`config.mk`:
```
export PLATFORM = sky130hd
export DESIGN_NAME = audio_standby_sequencer
export DESIGN_NICKNAME = d
export VERILOG_FILES = /design/src/core/seq_pkg.sv /design/src/core/disp_if.sv /design/src/core/disp_i2c_tx.sv /design/src/core/audio_standby_sequencer.sv
export SDC_FILE = /design/constraint.sdc
export NUM_CORES = 1
export LEC_CHECK = 0
export BUFFER_PORTS_ARGS = -buffer_cell sky130_fd_sc_hd__buf_2
export CORE_UTILIZATION = 40
export DETAILED_ROUTE_END_ITERATION = 12
export GPL_TIMING_DRIVEN = 0
export PLACE_DENSITY = 0.58
export RECOVER_POWER = 50
export SYNTH_ARGS = -nofsm -noshare
export SYNTH_HDL_FRONTEND = slang
export SYNTH_HIERARCHICAL = 1
export SYNTH_SLANG_ARGS = --single-unit
```
`constraint.sdc`:
```
create_clock -name mclk -period 10.25 [get_ports mclk]
set_input_delay 2.05 -clock mclk [delete_from_list [all_inputs] [get_ports mclk]]
set_output_delay 2.05 -clock mclk [all_outputs]
set_load 0.01 [all_outputs]
```
`src/core/seq_pkg.sv`:
```
package seq_pkg;
  // timing base
  localparam int CLK_HZ = 10_000_000;
  localparam int TICK_S = 1;
  localparam int SEC_CYCLES = CLK_HZ * TICK_S;
  localparam int I2C_HZ = 100_000;
  localparam int I2C_QTR_CYCLES = CLK_HZ / (4 * I2C_HZ);
  localparam logic [2:0] STRAP_DELAY_CYCLES = 3'h4;
  // sequencer durations
  localparam int SILENCE_STANDBY_STATE_MIN = 8;
  localparam int STANDBY_STATE_OFF_MIN = 2;
  localparam int MUTE_OFF_MIN = 10;
  localparam int BACKLIGHT_S = 15;
  localparam logic [15:0] SILENCE_STANDBY_STATE_RST = 16'(SILENCE_STANDBY_STATE_MIN * 60);
  localparam logic [15:0] STANDBY_STATE_OFF_RST = 16'(STANDBY_STATE_OFF_MIN * 60);
  localparam logic [15:0] MUTE_OFF_RST = 16'(MUTE_OFF_MIN * 60);
  localparam logic [15:0] BACKLIGHT_RST = 16'(BACKLIGHT_S);
  // register reset values
  localparam logic [7:0] THRESH_RST = 8'h10;
  localparam logic [7:0] OFF_TEMP_RST = 8'h46;
  localparam logic [3:0] HYST_RST = 4'h4;
  localparam logic [6:0] I2C_ADDR_RST = 7'h27;
  localparam logic [7:0] LOGO_RST = 8'h00;
  // register offsets and last display byte index
  localparam logic [7:0] CTRL_OFS = 8'h00;
  localparam logic [7:0] TIME0_OFS = 8'h04;
  localparam logic [7:0] TIME1_OFS = 8'h08;
  localparam logic [7:0] STATUS_OFS = 8'h0c;
  localparam logic [7:0] DISP_OFS = 8'h10;
  localparam logic [2:0] DISP_LAST = 3'h4;
  // states
  typedef enum logic [4:0] {
    ST_ON = 5'h01,
    ST_MUTE = 5'h02,
    ST_STANDBY = 5'h04,
    ST_OFF = 5'h08,
    ST_HOT = 5'h10
  } seq_state_t;
  // register layouts
  typedef struct packed {
    logic [11:0] rsvd;
    logic [3:0] hyst;
    logic [7:0] offTemp;
    logic [7:0] thresh;
  } ctrl_t;
  typedef struct packed {
    logic [15:0] hi;
    logic [15:0] lo;
  } time_t;
  typedef struct packed {
    logic [7:0] rsvd;
    logic [7:0] temp;
    logic [7:0] level;
    logic nack;
    logic hot;
    logic autoDetect;
    seq_state_t state;
  } status_t;
  typedef struct packed {
    logic [16:0] rsvd;
    logic [6:0] addr;
    logic [7:0] logo;
  } disp_t;
endpackage

```
`src/core/disp_if.sv`:
```
`timescale 1ns/1ps
`default_nettype none
interface disp_if;
  logic valid;
  logic ready;
  logic last;
  logic nack;
  logic [7:0] data;
  modport src(output valid, output last, output data, input ready, input nack);
  modport snk(input valid, input last, input data, output ready, output nack);
endinterface
`default_nettype wire

```
`src/core/disp_i2c_tx.sv`:
```
`timescale 1ns/1ps
`default_nettype none
module disp_i2c_tx import seq_pkg::*; #(
  parameter int QTR_CYCLES = I2C_QTR_CYCLES
) (
  // clock and reset
  input wire logic mclk,
  input wire logic sys_rst,
  // byte stream
  disp_if.snk bus,
  // open-drain pins, oe low drives low
  input wire logic sdaIn,
  output logic sclOe_n,
  output logic sdaOe_n
);
  localparam int QW = $clog2(QTR_CYCLES + 1);
  typedef enum logic [3:0] {
    TX_IDLE = 4'h1,
    TX_START = 4'h2,
    TX_BIT = 4'h4,
    TX_STOP = 4'h8
  } tx_state_t;
  tx_state_t txState_reg;
  logic [QW-1:0] qCnt_reg;
  logic [1:0] phase_reg;
  logic [3:0] bitIdx_reg;
  logic [7:0] shift_reg;
  logic last_reg;
  logic nack_reg;
  wire qTick = qCnt_reg == QW'(QTR_CYCLES - 1);
  wire ackSlot = bitIdx_reg == 4'h8;
  wire byteEnd = txState_reg == TX_BIT && qTick && phase_reg == 2'h3 && ackSlot;
  wire takeFirst = txState_reg == TX_IDLE && bus.valid;
  wire takeNext = byteEnd && !last_reg && bus.valid;
  assign bus.ready = takeFirst | takeNext;
  assign bus.nack = nack_reg;
  always_ff @(posedge mclk or posedge sys_rst) begin
    if (sys_rst) begin
      qCnt_reg <= '0;
    end else begin
      qCnt_reg <= (txState_reg == TX_IDLE || qTick) ? '0 : qCnt_reg + 1'b1;
    end
  end
  always_ff @(posedge mclk or posedge sys_rst) begin
    if (sys_rst) begin
      txState_reg <= TX_IDLE;
      phase_reg <= 2'h0;
      bitIdx_reg <= 4'h0;
      shift_reg <= 8'h00;
      last_reg <= 1'b0;
      nack_reg <= 1'b0;
      sclOe_n <= 1'b1;
      sdaOe_n <= 1'b1;
    end else begin
      nack_reg <= byteEnd && sdaIn;
      if (bus.ready) begin
        shift_reg <= bus.data;
        last_reg <= bus.last;
        bitIdx_reg <= 4'h0;
      end
      unique case (txState_reg)
        TX_IDLE: begin
          if (takeFirst) begin
            sdaOe_n <= 1'b0;
            phase_reg <= 2'h0;
            txState_reg <= TX_START;
          end
        end
        TX_START: begin
          if (qTick) begin
            txState_reg <= TX_BIT;
          end
        end
        TX_BIT: begin
          if (qTick) begin
            phase_reg <= phase_reg + 2'h1;
            unique case (phase_reg)
              2'h0: sclOe_n <= 1'b0;
              2'h1: sdaOe_n <= ackSlot | shift_reg[7];
              2'h2: sclOe_n <= 1'b1;
              2'h3: begin
                if (!ackSlot) begin
                  shift_reg <= {shift_reg[6:0], 1'b0};
                  bitIdx_reg <= bitIdx_reg + 4'h1;
                end else if (!takeNext) begin
                  txState_reg <= TX_STOP;
                end
              end
            endcase
          end
        end
        TX_STOP: begin
          if (qTick) begin
            phase_reg <= phase_reg + 2'h1;
            unique case (phase_reg)
              2'h0: sclOe_n <= 1'b0;
              2'h1: sdaOe_n <= 1'b0;
              2'h2: sclOe_n <= 1'b1;
              2'h3: begin
                sdaOe_n <= 1'b1;
                txState_reg <= TX_IDLE;
              end
            endcase
          end
        end
      endcase
    end
  end
endmodule
`default_nettype wire

```
`src/core/audio_standby_sequencer.sv`:
```
`timescale 1ns/1ps
`default_nettype none
// Operation
// - sample mute line after reset; floating enables autodetect until next power-up
// - autodetect: audio above threshold turns the system on
// - autodetect: stay on while audio stays above threshold
// - autodetect: silence for the standby time moves on to standby
// - in standby, a further silent interval switches the system off
// - manual: mute line low longer than the mute-off time switches off
// - threshold and all durations are software registers
// - mute, standby and off show distinct patterns on the status led
// - i2c display shows mode, temperature, audio level and logo
// - over-temperature switches everything off, reactivates after cooling
// - over-temperature lights the second indicator and shows on display
// - two remote on/off outputs follow the system state
// - off state disables the internal supply
// - display backlight turns off a set time after entering off
// - sub connection carries mute and standby lines for amplifiers
module audio_standby_sequencer import seq_pkg::*; #(
  parameter int SEC_CYCLES_P = SEC_CYCLES,
  parameter int QTR_CYCLES_P = I2C_QTR_CYCLES
) (
  // clock and reset
  input wire logic mclk,
  input wire logic sys_rst,
  // apb slave
  input wire logic psel,
  input wire logic penable,
  input wire logic pwrite,
  input wire logic [7:0] paddr,
  input wire logic [31:0] pwdata,
  output logic [31:0] prdata,
  output logic pready,
  output logic pslverr,
  // sensing pins
  input wire logic muteLineIn,
  input wire logic [7:0] audioLevelIn,
  input wire logic [7:0] tempIn,
  // power and amplifier control
  output logic [1:0] remoteOn,
  output logic subMute_n,
  output logic standbyControlLine_n,
  output logic supplyEn,
  // indicators
  output logic statusLed,
  output logic secondStatusIndicator,
  output logic backlightEn,
  // display bus
  input wire logic sdaIn,
  output logic sclOe_n,
  output logic sdaOe_n
);
  localparam int HALF = SEC_CYCLES_P / 2;
  localparam int PRE_W = $clog2(HALF + 1);

  // input synchronisers
  logic [17:0] syncA_reg;
  logic [17:0] syncB_reg;
  always_ff @(posedge mclk or posedge sys_rst) begin
    if (sys_rst) begin
      syncA_reg <= '0;
      syncB_reg <= '0;
    end else begin
      syncA_reg <= {sdaIn, muteLineIn, audioLevelIn, tempIn};
      syncB_reg <= syncA_reg;
    end
  end
  wire sdaS = syncB_reg[17];
  wire muteS = syncB_reg[16];
  wire [7:0] audioS = syncB_reg[15:8];
  wire [7:0] tempS = syncB_reg[7:0];

  // registers
  ctrl_t ctrl_reg;
  time_t time0_reg;
  time_t time1_reg;
  disp_t disp_reg;
  logic nack_reg;
  logic [31:0] prdata_reg;
  logic pready_reg;
  logic pslverr_reg;

  // sequencer state
  seq_state_t state_reg;
  seq_state_t state_next;
  logic [2:0] strapCnt_reg;
  logic strapDone_reg;
  logic autoDetect_reg;
  logic hot_reg;
  logic [PRE_W-1:0] preCnt_reg;
  logic halfPhase_reg;
  logic secPhase_reg;
  logic [15:0] secCount_reg;
  logic [15:0] blCount_reg;
  logic [2:0] dispIdx_reg;
  logic dispBusy_reg;
  logic [1:0] remoteOn_reg;
  logic subMute_n_reg;
  logic standby_n_reg;
  logic supplyEn_reg;
  logic statusLed_reg;
  logic second_reg;
  logic backlight_reg;

  // apb decode
  wire apbAccess = psel & penable;
  wire apbFirst = apbAccess & ~pready_reg;
  wire apbDone = apbAccess & pready_reg;
  wire selCtrl = paddr == CTRL_OFS;
  wire selTime0 = paddr == TIME0_OFS;
  wire selTime1 = paddr == TIME1_OFS;
  wire selStatus = paddr == STATUS_OFS;
  wire selDisp = paddr == DISP_OFS;
  wire mapped = selCtrl | selTime0 | selTime1 | selStatus | selDisp;
  wire wrEn = apbDone & pwrite & ~pslverr_reg;
  status_t statusView;
  status_t statusWr;
  assign statusView = '{rsvd: 8'h00, temp: tempS, level: audioS, nack: nack_reg,
                        hot: hot_reg, autoDetect: autoDetect_reg, state: state_reg};
  assign statusWr = status_t'(pwdata);
  wire [31:0] rdMux = selCtrl ? ctrl_reg :
                      selTime0 ? time0_reg :
                      selTime1 ? time1_reg :
                      selStatus ? statusView :
                      selDisp ? disp_reg : 32'h0000_0000;

  always_ff @(posedge mclk or posedge sys_rst) begin
    if (sys_rst) begin
      pready_reg <= 1'b0;
      pslverr_reg <= 1'b0;
      prdata_reg <= 32'h0000_0000;
    end else begin
      pready_reg <= apbFirst;
      pslverr_reg <= apbFirst & ~mapped;
      if (apbFirst) begin
        prdata_reg <= rdMux;
      end
    end
  end

  always_ff @(posedge mclk or posedge sys_rst) begin
    if (sys_rst) begin
      ctrl_reg <= '{rsvd: 12'h000, hyst: HYST_RST, offTemp: OFF_TEMP_RST,
                    thresh: THRESH_RST};
      time0_reg <= '{hi: STANDBY_STATE_OFF_RST, lo: SILENCE_STANDBY_STATE_RST};
      time1_reg <= '{hi: BACKLIGHT_RST, lo: MUTE_OFF_RST};
      disp_reg <= '{rsvd: 17'h00000, addr: I2C_ADDR_RST, logo: LOGO_RST};
    end else if (wrEn) begin
      if (selCtrl) begin
        ctrl_reg <= '{rsvd: 12'h000, hyst: pwdata[19:16], offTemp: pwdata[15:8],
                      thresh: pwdata[7:0]};
      end
      if (selTime0) begin
        time0_reg <= time_t'(pwdata);
      end
      if (selTime1) begin
        time1_reg <= time_t'(pwdata);
      end
      if (selDisp) begin
        disp_reg <= '{rsvd: 17'h00000, addr: pwdata[14:8], logo: pwdata[7:0]};
      end
    end
  end

  // display nack flag, set wins over clear
  disp_if dbus();
  always_ff @(posedge mclk or posedge sys_rst) begin
    if (sys_rst) begin
      nack_reg <= 1'b0;
    end else begin
      nack_reg <= dbus.nack | (nack_reg & ~(wrEn & selStatus & statusWr.nack));
    end
  end

  // power-up strap of the mute line
  always_ff @(posedge mclk or posedge sys_rst) begin
    if (sys_rst) begin
      strapCnt_reg <= 3'h0;
      strapDone_reg <= 1'b0;
      autoDetect_reg <= 1'b0;
    end else if (!strapDone_reg) begin
      strapCnt_reg <= strapCnt_reg + 3'h1;
      if (strapCnt_reg == STRAP_DELAY_CYCLES) begin
        strapDone_reg <= 1'b1;
        autoDetect_reg <= muteS;
      end
    end
  end

  // second and half-second ticks
  wire halfTick = preCnt_reg == PRE_W'(HALF - 1);
  wire secTick = halfTick & halfPhase_reg;
  always_ff @(posedge mclk or posedge sys_rst) begin
    if (sys_rst) begin
      preCnt_reg <= '0;
      halfPhase_reg <= 1'b0;
      secPhase_reg <= 1'b0;
    end else begin
      preCnt_reg <= halfTick ? '0 : preCnt_reg + 1'b1;
      halfPhase_reg <= halfPhase_reg ^ halfTick;
      secPhase_reg <= secPhase_reg ^ secTick;
    end
  end

  // over-temperature with hysteresis
  wire hotSet = tempS >= ctrl_reg.offTemp;
  wire [8:0] coolSum = {1'b0, tempS} + {5'h00, ctrl_reg.hyst};
  wire hotClr = coolSum < {1'b0, ctrl_reg.offTemp};
  always_ff @(posedge mclk or posedge sys_rst) begin
    if (sys_rst) begin
      hot_reg <= 1'b0;
    end else begin
      hot_reg <= hotSet | (hot_reg & ~hotClr);
    end
  end

  // state transitions
  wire audioHi = audioS > ctrl_reg.thresh;
  wire silentFor = secCount_reg > time0_reg.lo;
  wire idleFor = secCount_reg > time0_reg.hi;
  wire muteFor = secCount_reg > time1_reg.lo;
  always_comb begin
    state_next = state_reg;
    unique case (state_reg)
      ST_OFF: begin
        if (autoDetect_reg ? audioHi : muteS) begin
          state_next = ST_ON;
        end
      end
      ST_ON: begin
        if (autoDetect_reg) begin
          if (!audioHi && silentFor) begin
            state_next = ST_STANDBY;
          end
        end else if (!muteS) begin
          state_next = ST_MUTE;
        end
      end
      ST_MUTE: begin
        if (muteS) begin
          state_next = ST_ON;
        end else if (muteFor) begin
          state_next = ST_OFF;
        end
      end
      ST_STANDBY: begin
        if (audioHi) begin
          state_next = ST_ON;
        end else if (idleFor) begin
          state_next = ST_OFF;
        end
      end
      ST_HOT: begin
        if (!hot_reg) begin
          state_next = ST_ON;
        end
      end
    endcase
    if (hot_reg) begin
      state_next = ST_HOT;
    end
    if (!strapDone_reg) begin
      state_next = ST_OFF;
    end
  end

  wire stateChange = state_next != state_reg;
  wire countClr = stateChange | (autoDetect_reg & audioHi);
  wire isDown = state_reg == ST_OFF || state_reg == ST_HOT;
  always_ff @(posedge mclk or posedge sys_rst) begin
    if (sys_rst) begin
      state_reg <= ST_OFF;
      secCount_reg <= 16'h0000;
      blCount_reg <= 16'h0000;
    end else begin
      state_reg <= state_next;
      if (countClr) begin
        secCount_reg <= 16'h0000;
      end else if (secTick && secCount_reg != 16'hffff) begin
        secCount_reg <= secCount_reg + 16'h0001;
      end
      if (!isDown) begin
        blCount_reg <= 16'h0000;
      end else if (secTick && blCount_reg != 16'hffff) begin
        blCount_reg <= blCount_reg + 16'h0001;
      end
    end
  end

  // output decode
  wire onLike = state_reg == ST_ON || state_reg == ST_MUTE || state_reg == ST_STANDBY;
  wire muteLike = state_reg != ST_ON;
  wire standbyLike = state_reg == ST_STANDBY || isDown;
  wire ledPattern = state_reg == ST_ON ? 1'b1 :
                    state_reg == ST_MUTE ? halfPhase_reg :
                    state_reg == ST_STANDBY ? secPhase_reg :
                    state_reg == ST_OFF ? (halfPhase_reg & secPhase_reg) : 1'b0;
  wire blOn = !isDown || blCount_reg < time1_reg.hi;
  always_ff @(posedge mclk or posedge sys_rst) begin
    if (sys_rst) begin
      remoteOn_reg <= 2'b00;
      subMute_n_reg <= 1'b0;
      standby_n_reg <= 1'b0;
      supplyEn_reg <= 1'b0;
      statusLed_reg <= 1'b0;
      second_reg <= 1'b0;
      backlight_reg <= 1'b0;
    end else begin
      remoteOn_reg <= {2{onLike}};
      subMute_n_reg <= !muteLike;
      standby_n_reg <= !standbyLike;
      supplyEn_reg <= !isDown;
      statusLed_reg <= ledPattern;
      second_reg <= hot_reg;
      backlight_reg <= blOn;
    end
  end

  // display refresh once per second
  wire dispTake = dbus.valid & dbus.ready;
  assign dbus.valid = dispBusy_reg;
  assign dbus.last = dispIdx_reg == DISP_LAST;
  assign dbus.data = dispIdx_reg == 3'h0 ? {disp_reg.addr, 1'b0} :
                     dispIdx_reg == 3'h1 ? {3'b000, state_reg} :
                     dispIdx_reg == 3'h2 ? tempS :
                     dispIdx_reg == 3'h3 ? audioS : disp_reg.logo;
  always_ff @(posedge mclk or posedge sys_rst) begin
    if (sys_rst) begin
      dispBusy_reg <= 1'b0;
      dispIdx_reg <= 3'h0;
    end else if (!dispBusy_reg) begin
      dispBusy_reg <= secTick;
      dispIdx_reg <= 3'h0;
    end else if (dispTake) begin
      dispBusy_reg <= !dbus.last;
      dispIdx_reg <= dispIdx_reg + 3'h1;
    end
  end

  disp_i2c_tx #(.QTR_CYCLES(QTR_CYCLES_P)) dispTx (
    .mclk(mclk),
    .sys_rst(sys_rst),
    .bus(dbus.snk),
    .sdaIn(sdaS),
    .sclOe_n(sclOe_n),
    .sdaOe_n(sdaOe_n)
  );

  assign prdata = prdata_reg;
  assign pready = pready_reg;
  assign pslverr = pslverr_reg;
  assign remoteOn = remoteOn_reg;
  assign subMute_n = subMute_n_reg;
  assign standbyControlLine_n = standby_n_reg;
  assign supplyEn = supplyEn_reg;
  assign statusLed = statusLed_reg;
  assign secondStatusIndicator = second_reg;
  assign backlightEn = backlight_reg;
endmodule
`default_nettype wire

```
==> out/metrics.cfg <==
[outcome]
status = finished with violations
violations = capacitance limit, slew limit

[die]
io_pins = 107
dieArea_mm2 = 0.0370
die_h_um = 192
rows = 69
fp.dieW_um = 192
core_region_area_mm2 = 0.0356
start_util_pct = 40.7

[yosys]
synth_edf_count = 0
synth_area_mm2 = 0.0145
synth-main-ff-cell = dfrtp_1
ys_ff_latch = 276
syn_inst = 1466
synthArstFlopShare_pct = 100
ys_seq_area_share_pct = 47.9
synth_cell_type_count = 76
synth.net_count = 1639
syn_area_per_cell_um2 = 9.88
yosysWarnings = 6

[setup_path]
critPathRequiredTime_ns = 9.90
crit_path_top_delay_cell = clkinvlp_2
end_kind = asynchronous set/reset pin
startpoint_type = primary input
cp_max_fo = 120
crit_path_max_incr_delay_ns = 2.98
crit_buf_inv = 2
path_class = primary input to asynchronous set/reset pin
crit_family = buffers and inverters
crit_chain = clkbuf_1 -> clkinvlp_2
worstPathArrival_ns = 5.26

[timing]
hold_viol_final = 0
whs_ns = 0.345
clock.fmax_mhz = 178
rsz0062_at_grt = false
worst_pin_slew_ns = 5.41
period_share_pct = 54.7
setup_viol = 0
finClkSkew_ns = 0.0112
worst_slack_ns = 4.64
final_max_slew_viol_count = 121
post-route-min-period_ns = 5.61
maxSlewHeadroom_pct = -263

[route]
routedWlPerCell_um = 19.5
antenna_left = 0
vias_per_cell = 5.45
vias = 11400
drt-total-wl_mm = 40.8
drt_pass1_iterations = 6
drc = 0
first_iter_violations = 777

[global_route]
antenna_found_initial = 0
grt_pass1_vias = 11400
grt_start_max_net_pins = 131
grt_pass1_wl_mm = 64.2
overflow = 0
grt_usage_pct = 22.8

[power]
total_power_mw = 2.64
leakagePower_nw = 8.03
max-vdd-ir-drop_mv = 0.125
powerDensity_mw_per_mm2 = 158

[place]
post-dp-hpwl_mm = 30.3
globalplace.congestion = 0.862
io_buffers = 105
place_worst_setup_slack_ns = 5.66

[layout]
diodes = 0
final_layout_size_suffix_gt1_share_pct = 15.6
area.growth.synth_to_final_pct = 15.5
finalNetCount = 1781
final_common_cell = dfrtp_1
mostFrequentLayoutCells = dfrtp_1, nand2_1, o21ai_0, nor2_1, buf_2

[run]
maxCapViolCount = 1

[clocking]
postCtsSetupBuffers = 0
cts_sinks = 276
clock_path_buffers = 3
clock_latency_ns = 0.52
root_buffer = clkbuf_16
clk_pin_slew_ns = 0.05
cts_tree = yes
htreeDepth = 2
numCtsBuffers = 34
postCtsHoldBufs = 0
cts_resized = 0

[min_path]
hp-class = flop to flop

-- power breakdown --
part	switching [mW]	total, mW	internal, mW
Sequential	0.0295	1.16	1.13
Clock	0.471	1.24	0.766
Combinational	0.164	0.248	0.0845
Total	0.665	2.64	1.98
-- final cells by class --
| class | count | area (µm²) |
|---|---|---|
| Buffer | 63 | 294 |
| Timing Repair Buffer | 106 | 552 |
| Tap cell | 461 | 577 |
| Clock inverter | 8 | 92.6 |
| Sequential cell | 276 | 6940 |
| Fill cell | 3384 | 18800 |
| Clock buffer | 54 | 1070 |
| Inverter | 111 | 418 |
| Multi-Input combinational cell | 1016 | 6780 |
-- cells in the mapped netlist (all sizes together) (7+ instances only) --
cell type / count / area (µm²)
clkbuf: 37 / 139
nand4: 28 / 175
and4: 7 / 61.3
mux2i: 10 / 100
nor2b: 23 / 144
buf: 26 / 170
a31oi: 22 / 138
a22oi: 20 / 150
nor3: 36 / 213
xor2: 35 / 307
a22o: 10 / 87.6
and2: 12 / 75.1
o21ai: 124 / 621
dfstp: 29 / 762
inv: 110 / 413
nor2: 122 / 460
mux2: 26 / 300
o31ai: 8 / 73.8
nand2b: 13 / 81.3
a21oi: 47 / 235
dfrtp: 247 / 6180
ha: 109 / 1360
a221o: 8 / 83.8
a21o: 13 / 97.6
nand3: 38 / 203
a221oi: 13 / 114
nand2: 166 / 623
a222oi: 15 / 150
xnor2: 33 / 289
-- cells by family after synthesis --
family	Yosys count	synth area share, %
compound gates	323	14.5
xor+xnor	68	4.11
fa+ha+maj	110	9.56
buf+inv	174	5.01
flops	276	47.9
mux	37	2.92
simple gates	478	16.0
-- metrics by stage --
step           TNS (ns)  utilization (%)  cell area (µm²)  cells
4_1_cts               0             47.2            16800   2095
2_1_floorplan         0                -            14500   1466
3_5_place_dp          0             43.9            15600   2033
5_1_grt               0             47.0            16700   2095
3_3_place_gp    -395.00             43.8            15600   2032
6_report              0             47.0            16700   2095
-- per-layer routing --
metal | share of wire (%) | vias up | track usage (%)
met1 | 45 | 5622 | 30.7
li1 | - | 5436 | -
met5 | 0 | - | 0
met4 | 3.7 | 0 | 9.21
met2 | 47 | 279 | 36.8
met3 | 4.5 | 82 | 3.22
-- worst paths after layout --
| kind | endpoint | start | cells after the start | slack, ns |
|---|---|---|---|---|
| worst max-delay path | blCount_reg[11] | sys_rst | 2 | 4.64 |
| worst max register to register | blCount_reg[13] | preCnt_reg[0] | 14 | 6.14 |
| worst min register to register | syncB_reg[12] | syncA_reg[12] | 0 | 0.35 |
| worst min-delay path | syncB_reg[12] | syncA_reg[12] | 0 | 0.35 |
| min in group asynchronous | dispTx/qCnt_reg[0] | sys_rst | 2 | 1.81 |
| max in group mclk | prdata[0] | paddr[7] | 8 | 6.11 |
Note: power is estimated with default switching activity, not from simulation.
